## src/logic/rssf_map.svh

```systemverilog
// Notes on behaviour
// - flags latch high until register read
// - read clears only if fault gone
// - power-on reset zeroes all bits
// - dedicated read commands only, writes ignored
// - prereg fault bits 7-6 zero, bit5 eovp
// - prereg fault bit4 ground loss
// - prereg fault bit3 overvoltage protect
// - prereg fault bit2 lowside sink limit
// - prereg fault bit1 overload
// - prereg fault bit0 short to ground
// - prereg thermal bits 7-2 zero, bit1 shutdown
// - prereg thermal bit0 warning
// - lowvolt fault bits 7-5 zero, bit4 ground
// - lowvolt fault bit3 overvoltage protect
// - lowvolt fault bit2 lowside sink limit
// - lowvolt fault bit1 overload
// - lowvolt fault bit0 short to ground
// - flags active high, one means fault
// - lowvolt thermal bit1 shutdown, bit0 warning
`ifndef RSSF_MAP_SVH
`define RSSF_MAP_SVH
`define RSSF_RESET_VALUE   8'h00
`define RSSF_PREREG_FAULT_MASK  8'h3f
`define RSSF_PREREG_THERM_MASK  8'h03
`define RSSF_LOWVOLT_FAULT_MASK 8'h1f
`define RSSF_LOWVOLT_THERM_MASK 8'h03
`define RSSF_BIT_EOVP      5
`define RSSF_BIT_GND_LOSS  4
`define RSSF_BIT_OVP       3
`define RSSF_BIT_SINK      2
`define RSSF_BIT_OVERLOAD  1
`define RSSF_BIT_SCG       0
`define RSSF_BIT_OT_STD    1
`define RSSF_BIT_OT_WARN   0
`define RSSF_READ_LATENCY  1
`endif

```

## src/logic/rssf_pkg.sv

```systemverilog
package rssf_pkg;
   typedef struct packed {
      logic extreme_overvoltage;
      logic ground_loss;
      logic overvoltage_protect;
      logic lowside_sink_limit;
      logic overload;
      logic short_to_ground;
   } rssf_fault_type;
   typedef struct packed {
      logic thermal_shutdown;
      logic thermal_warning;
   } rssf_therm_type;
   typedef enum logic [3:0] {
      RSSF_SEL_PREREG_FAULT   = 4'h1,
      RSSF_SEL_PREREG_THERM   = 4'h2,
      RSSF_SEL_LOWVOLT_FAULT  = 4'h4,
      RSSF_SEL_LOWVOLT_THERM  = 4'h8
   } rssf_sel_type;
   typedef enum logic [1:0] {
      RSSF_IDLE = 2'h1,
      RSSF_ANSW = 2'h2
   } rssf_state_type;
endpackage

```

## src/logic/rssf_flag_reg.sv

```systemverilog
`timescale 1ns/1ps
`default_nettype none
`include "rssf_map.svh"
module rssf_flag_reg
   import rssf_pkg::*;
#(
   parameter logic [7:0] MASK = 8'hff
) (
   // clock and reset
   input  wire logic       clk_i,
   input  wire logic       reset_i,
   // fault conditions and read strobe
   input  wire logic [7:0] cond_i,
   input  wire logic       rd_i,
   // latched flags
   output var  logic [7:0] flags_o
);
   wire logic [7:0] live = cond_i & MASK;
   // set wins over clear; a read drops only bits whose fault is gone
   wire logic [7:0] next_flags = rd_i ? live : ((flags_o | live) & MASK);
   always_ff @(posedge clk_i) begin
      if (reset_i) begin
         flags_o <= `RSSF_RESET_VALUE;
      end else begin
         flags_o <= next_flags;
      end
   end
   chk_latch_holds: assert property (@(posedge clk_i) disable iff (reset_i)
      (!rd_i && flags_o[0]) |=> flags_o[0]) else $error("flag dropped without read");
   chk_read_keeps: assert property (@(posedge clk_i) disable iff (reset_i)
      (rd_i && live[0]) |=> flags_o[0]) else $error("flag lost under persisting fault");
   chk_read_clears: assert property (@(posedge clk_i) disable iff (reset_i)
      (rd_i && !live[0]) |=> !flags_o[0]) else $error("flag not cleared by read");
   chk_reserved_zero: assert property (@(posedge clk_i) disable iff (reset_i)
      (flags_o & ~MASK) == 8'h00) else $error("reserved bit set");
endmodule
`default_nettype wire

```

## src/logic/rssf_cmd_dec.sv

```systemverilog
`timescale 1ns/1ps
`default_nettype none
module rssf_cmd_dec
   import rssf_pkg::*;
(
   // command
   input  wire logic       cmd_valid_i,
   input  wire logic       cmd_write_i,
   input  wire logic [3:0] cmd_sel_i,
   // decoded read strobes
   output logic [3:0]      rd_o
);
   // writes never reach the flags
   wire logic take = cmd_valid_i && !cmd_write_i;
   assign rd_o = take ? cmd_sel_i & {4{cmd_sel_i == RSSF_SEL_PREREG_FAULT
                                  || cmd_sel_i == RSSF_SEL_PREREG_THERM
                                  || cmd_sel_i == RSSF_SEL_LOWVOLT_FAULT
                                  || cmd_sel_i == RSSF_SEL_LOWVOLT_THERM}} : 4'h0;
endmodule
`default_nettype wire

```

## src/logic/rssf_top.sv

```systemverilog
`timescale 1ns/1ps
`default_nettype none
`include "rssf_map.svh"
module rssf_top
   import rssf_pkg::*;
(
   // clock and reset
   input  wire logic           clk_i,
   input  wire logic           reset_i,
   // analog monitor fault conditions, active high
   input  wire rssf_fault_type prereg_fault_i,
   input  wire rssf_therm_type prereg_therm_i,
   input  wire rssf_fault_type lowvolt_fault_i,
   input  wire rssf_therm_type lowvolt_therm_i,
   // serial command: one-hot register select, write attempts ignored
   input  wire logic           cmd_valid_i,
   input  wire logic           cmd_write_i,
   input  wire logic [3:0]     cmd_sel_i,
   // read answer
   output logic                rd_valid_o,
   output logic [7:0]          rd_data_o,
   // live flag view
   output var rssf_fault_type  prereg_flags_o,
   output var rssf_fault_type  lowvolt_flags_o
);
   wire logic [3:0] rd;
   wire logic [7:0] pf_q;
   wire logic [7:0] pt_q;
   wire logic [7:0] lf_q;
   wire logic [7:0] lt_q;
   wire logic [7:0] pf_c = {2'b00, prereg_fault_i};
   wire logic [7:0] pt_c = {6'b000000, prereg_therm_i};
   // lowvolt layout has no extreme overvoltage bit
   wire logic [7:0] lf_c = {3'b000, lowvolt_fault_i.ground_loss,
                            lowvolt_fault_i.overvoltage_protect,
                            lowvolt_fault_i.lowside_sink_limit,
                            lowvolt_fault_i.overload,
                            lowvolt_fault_i.short_to_ground};
   wire logic [7:0] lt_c = {6'b000000, lowvolt_therm_i};

   rssf_cmd_dec u_dec (
      .cmd_valid_i (cmd_valid_i),
      .cmd_write_i (cmd_write_i),
      .cmd_sel_i   (cmd_sel_i),
      .rd_o        (rd)
   );
   rssf_flag_reg #(.MASK(`RSSF_PREREG_FAULT_MASK)) u_pf (
      .clk_i (clk_i), .reset_i (reset_i), .cond_i (pf_c), .rd_i (rd[0]), .flags_o (pf_q));
   rssf_flag_reg #(.MASK(`RSSF_PREREG_THERM_MASK)) u_pt (
      .clk_i (clk_i), .reset_i (reset_i), .cond_i (pt_c), .rd_i (rd[1]), .flags_o (pt_q));
   rssf_flag_reg #(.MASK(`RSSF_LOWVOLT_FAULT_MASK)) u_lf (
      .clk_i (clk_i), .reset_i (reset_i), .cond_i (lf_c), .rd_i (rd[2]), .flags_o (lf_q));
   rssf_flag_reg #(.MASK(`RSSF_LOWVOLT_THERM_MASK)) u_lt (
      .clk_i (clk_i), .reset_i (reset_i), .cond_i (lt_c), .rd_i (rd[3]), .flags_o (lt_q));

   // answer carries the value held before the clearing read
   wire logic [7:0] next_data = rd[0] ? pf_q : rd[1] ? pt_q : rd[2] ? lf_q :
                                rd[3] ? lt_q : 8'h00;
   wire logic       next_valid = |rd;
   rssf_fault_type  lv_view;
   assign lv_view = {1'b0, lf_q[4:0]};

   always_ff @(posedge clk_i) begin
      if (reset_i) begin
         rd_valid_o      <= 1'b0;
         rd_data_o       <= `RSSF_RESET_VALUE;
         prereg_flags_o  <= '0;
         lowvolt_flags_o <= '0;
      end else begin
         rd_valid_o      <= next_valid;
         rd_data_o       <= next_data;
         prereg_flags_o  <= pf_q[5:0];
         lowvolt_flags_o <= lv_view;
      end
   end

   chk_write_ignored: assert property (@(posedge clk_i) disable iff (reset_i)
      (cmd_valid_i && cmd_write_i) |=> !rd_valid_o) else $error("write answered");
   chk_answer_data: assert property (@(posedge clk_i) disable iff (reset_i)
      rd[0] |=> (rd_valid_o && rd_data_o == $past(pf_q))) else $error("bad read data");
   chk_fault_sets: assert property (@(posedge clk_i) disable iff (reset_i)
      prereg_fault_i.short_to_ground |=> pf_q[`RSSF_BIT_SCG]) else $error("fault not latched");
   chk_set_wins: assert property (@(posedge clk_i) disable iff (reset_i)
      (rd[3] && lowvolt_therm_i.thermal_warning) |=> lt_q[`RSSF_BIT_OT_WARN])
      else $error("event lost on read");
   chk_reset_zero: assert property (@(posedge clk_i)
      reset_i |=> (pf_q == 8'h00 && rd_data_o == 8'h00)) else $error("reset not zero");
   chk_lv_top_zero: assert property (@(posedge clk_i) disable iff (reset_i)
      lf_q[7:5] == 3'b000) else $error("lowvolt reserved set");
   cov_read_clear: cover property (@(posedge clk_i) pf_q[0] ##1 rd[0] ##1 !pf_q[0]);
   cov_read_keep: cover property (@(posedge clk_i) rd[1] && pt_c[1] ##1 pt_q[1]);
   cov_write_try: cover property (@(posedge clk_i) cmd_valid_i && cmd_write_i);
endmodule
`default_nettype wire

```

## config.mk

```make
export PLATFORM = sky130hd
export DESIGN_NAME = rssf_top
export DESIGN_NICKNAME = d
export VERILOG_FILES = /design/src/logic/rssf_pkg.sv /design/src/logic/rssf_flag_reg.sv /design/src/logic/rssf_cmd_dec.sv /design/src/logic/rssf_top.sv
export VERILOG_INCLUDE_DIRS = /design/src /design/src/logic
export SDC_FILE = /design/constraint.sdc
export NUM_CORES = 1
export LEC_CHECK = 0
export BUFFER_PORTS_ARGS = -buffer_cell sky130_fd_sc_hd__buf_2
export CORE_MARGIN = 10
export CORE_UTILIZATION = 51
export DETAILED_ROUTE_END_ITERATION = 10
export PLACE_DENSITY = 0.79
export SLEW_MARGIN = 10
export SYNTH_ARGS = -nofsm -noshare
export SYNTH_HDL_FRONTEND = slang
export SYNTH_HIERARCHICAL = 1
export SYNTH_SLANG_ARGS = --single-unit
```

## constraint.sdc

```tcl
create_clock -name clk_i -period 2.88 [get_ports clk_i]
set_input_delay 0.576 -clock clk_i [delete_from_list [all_inputs] [get_ports clk_i]]
set_output_delay 0.576 -clock clk_i [all_outputs]
set_load 0.05 [all_outputs]
```

==> flow_summary.yaml <==
sta:
  rsz_0062_raised_after_global_routing: "false"
  max_freq_ghz: 0.492
  setup_tns_ns: 0
  report.final.slew_viol_count: 0
  worst_hold_slack_ns: 0.474
  fin_worst_skew_ns: 0.00188
  finalSetupViolCount: 0
  post-route-min-period_ns: 2.03
  finalCritPeriodShare_pct: 70.6
  timing_hold_violations_final: 0
yosys:
  syn_area_sq_mm: 0.00156
  synth_seq_cells: 35
  biggest_area_consumer_among_synthesized_cells: "sky130_fd_sc_hd__dfxtp_1"
  yosysTopAreaCellShare_pct: 44.9
  synth_area_leaders: "sky130_fd_sc_hd__dfxtp_1 45%, sky130_fd_sc_hd__buf_4 10%, sky130_fd_sc_hd__o32ai_2 8.3%, sky130_fd_sc_hd__nor2b_1 8.0%, sky130_fd_sc_hd__nand2b_1 6.0%"
  synth_sequential_area_ratio_pct: 44.9
  synth.avg_cell_area_sq_um: 9.56
  synth.lib_cells_used.distinct: 18
  netlist_instances: 163
  yosysWarningCount: 6
critical_path:
  worstPathMaxFanout: 7
  slack_of_the_worst_reg_to_reg_path_ns: 1.91
  critPathKind: "input pin to flip-flop"
  worstSetupEndpointType: "flip-flop"
  worstRegToRegCells: 2
  worst_r2r_endpoint: "rd_data_o[1]"
  critPathLaunchType: "input pin"
  required_ns: 3.13
  r2r_start: "u_lf/flags_o[1]"
  buf_inv_on_cp: 2
  cpLargestDelayFamily: "simple AND/OR/NAND/NOR gates"
  cp_slowest_stage_delay_ns: 0.54
  worst_ep_arrival_time_ns: 2.28
  cpMaxStageDelayCell: "sky130_fd_sc_hd__or4b_1"
  list_of_cells_traversed_by_the_critical_path: "buf_2 -> or4b_1 -> nor3b_1 -> buf_4 -> nor2b_2 -> a221oi_1 -> o32ai_2"
power:
  max-vdd-ir-drop_mv: 0.320
  p_leak_nw: 0.827
  powerDensity_mw_per_mm2: 493
  report.power.total_mw: 0.866
global_route:
  first_pass_grt_wire_length_um: 4660
  first_global_vias: 1054
  grt_overflow_total: 0
  maximum_number_of_pins_on_one_net_before_global_route_repair: 36
  antenna_found_initial: 0
  grtUsageTotal_pct: 10.7
clocking:
  clk_pin_slew_worst_paths_ns: 0.09
  tritoncts.num_buffers: 5
  cts_buffer_depth: 2
  cts_tree: "done"
  clk_root_buffer_cell: "sky130_fd_sc_hd__clkbuf_4"
  post_cts_hold_buffer_count: 0
  post-cts-setup-buffer-count: 0
  insertion_delay_ns: 0.32
  cts_sinks: 35
  post_cts.resized_instances: 0
  htree_levels: 2
min_path:
  hold_depth: 3
  holdCritStartpoint: "prereg_fault_i[2]"
  worst_hold_path_type: "input pin to flip-flop"
  hold_end: "u_pf/flags_o[2]"
route:
  antenna_left: 0
  drc_errors: 0
  wl_final_um: 2960
  drtPass1Iterations: 4
  detail_route.wl_per_cell_um: 12.4
  detailedRoute.firstIterationViolations: 53
  routed-via-count: 1089
  via_per_inst: 4.58
floorplanning:
  num_rows: 20
  core_sq_mm: 0.00298
  floorplan.io_pins: 45
  floorplan.die_area_sq_mm: 0.00567
  die_x_um: 75.3
  floorplan.die.height_um: 75.3
  initial_core_util_pct: 52.4
cells_and_area:
  areaGrowthSynthToFinish_pct: 12.5
  seq_area_sq_um: 701
  finish.net_count: 230
  multi_input_comb_area_sq_um: 667
  postLayoutCoreUtil_pct: 58.9
  diodes: 0
  n_fill_cell: 279
  final_cell_count_no_fill: 238
  drive_above_1_share_pct: 29.8
flow_run:
  maxCapViolations: 0
placed_design:
  port_buffers: 42
  dpl_wire_length_um: 2160
  placed_cells_incl_taps: 232
  gp_congestion: 0.715
run_status:
  result_of_the_run: "finished clean"
## layout by cell type (no fill, tap or decap)
cell / instances
sky130_fd_sc_hd__buf_2: 42
sky130_fd_sc_hd__dfxtp_1: 35
sky130_fd_sc_hd__nor2b_1: 20
sky130_fd_sc_hd__conb_1: 18
sky130_fd_sc_hd__inv_1: 15
sky130_fd_sc_hd__nand2b_1: 15
sky130_fd_sc_hd__a21oi_1: 15
sky130_fd_sc_hd__a221oi_1: 8
sky130_fd_sc_hd__nand2_1: 8
sky130_fd_sc_hd__o32ai_2: 8
sky130_fd_sc_hd__clkbuf_4: 5
sky130_fd_sc_hd__buf_4: 5
sky130_fd_sc_hd__nor3b_1: 4
sky130_fd_sc_hd__or4b_1: 2
sky130_fd_sc_hd__nor2b_2: 1
sky130_fd_sc_hd__or2_1: 1
sky130_fd_sc_hd__nor4_1: 1
sky130_fd_sc_hd__nor2_1: 1
sky130_fd_sc_hd__clkbuf_1: 1
## registers in the layout, indices dropped and copies added, names as in the netlist
register	count
u_lt/flags_o	2
lowvolt_flags_o	5
u_lf/flags_o	5
rd_valid_o	1
u_pt/flags_o	2
u_pf/flags_o	6
rd_data_o	8
prereg_flags_o	6
## worst min-delay path, delay by kind of cell
kind,cells,cell delay [ns]
AOI/OAI and AO/OA,1,0.05
buffers and inverters,2,0.13
## kinds of logic (layout without fill, tap and decap cells)
family | count (synthesis) | count (layout) | synth area share, %
compound gates | 31 | 31 | 17.7
other cells | 5 | 18 | 1.20
simple gates | 53 | 53 | 20.8
buf+inv | 39 | 68 | 15.4
flops | 35 | 35 | 44.9
## worst max path at each step
| stage | from | endpoint | slack [ns] | cells past startpoint |
|---|---|---|---|---|
| after floorplan | cmd_sel_i[0] | rd_data_o[1] | 0.63 | 5 |
| after global placement | cmd_sel_i[0] | rd_data_o[1] | 0.51 | 7 |
| after detailed placement | cmd_sel_i[0] | rd_data_o[1] | 0.52 | 7 |
| after CTS | cmd_sel_i[0] | rd_data_o[1] | 0.86 | 7 |
| after global routing | cmd_sel_i[0] | rd_data_o[0] | 0.79 | 7 |
| final | cmd_sel_i[0] | rd_data_o[1] | 0.85 | 7 |
## area by class of cell
class	instances	area share, %
sequential	35	39.9
inverter	15	3.21
multi-input combinational	102	38.0
timing repair buffer	47	14.1
tap	33	2.35
clock buffer	6	2.35
## synth_stat cells
master and n:
sky130_fd_sc_hd__nand2_1 8, sky130_fd_sc_hd__buf_4 21, sky130_fd_sc_hd__nor2b_2 1, sky130_fd_sc_hd__nand2b_1 15, sky130_fd_sc_hd__o32ai_2 8, sky130_fd_sc_hd__nor4_1 1
sky130_fd_sc_hd__clkbuf_1 1, sky130_fd_sc_hd__conb_1 5, sky130_fd_sc_hd__or2_1 1, sky130_fd_sc_hd__nor2_1 1, sky130_fd_sc_hd__buf_6 2, sky130_fd_sc_hd__a221oi_1 8
sky130_fd_sc_hd__nor2b_1 20, sky130_fd_sc_hd__dfxtp_1 35, sky130_fd_sc_hd__a21oi_1 15, sky130_fd_sc_hd__nor3b_1 4, sky130_fd_sc_hd__or4b_1 2, sky130_fd_sc_hd__inv_1 15
## metal layers
metal  GRT usage [%]  up-vias  share of wire [%]
met5               0        -                  0
met4            5.57        0                1.6
met3            4.30        6                6.7
met2            17.1       25                 48
met1            12.0      471                 43
li1                -      587                  -
## power breakdown
group | internal (mW) | leakage (nW) | switching [mW] | total [mW]
Sequential | 0.509 | 0.289 | 0.0115 | 0.520
Combinational | 0.0399 | 0.513 | 0.0773 | 0.117
Clock | 0.0867 | 0.0242 | 0.141 | 0.228
Total | 0.635 | 0.827 | 0.230 | 0.866
## stage by stage
stage	instance area, sq um	worst slack, ns
floorplan	1610	0.632
global placement	1710	0.505
detailed placement	1710	0.517
CTS	1750	0.863
global route	1750	0.789
finish	1750	0.846
Power figures use the tool's default switching activity.
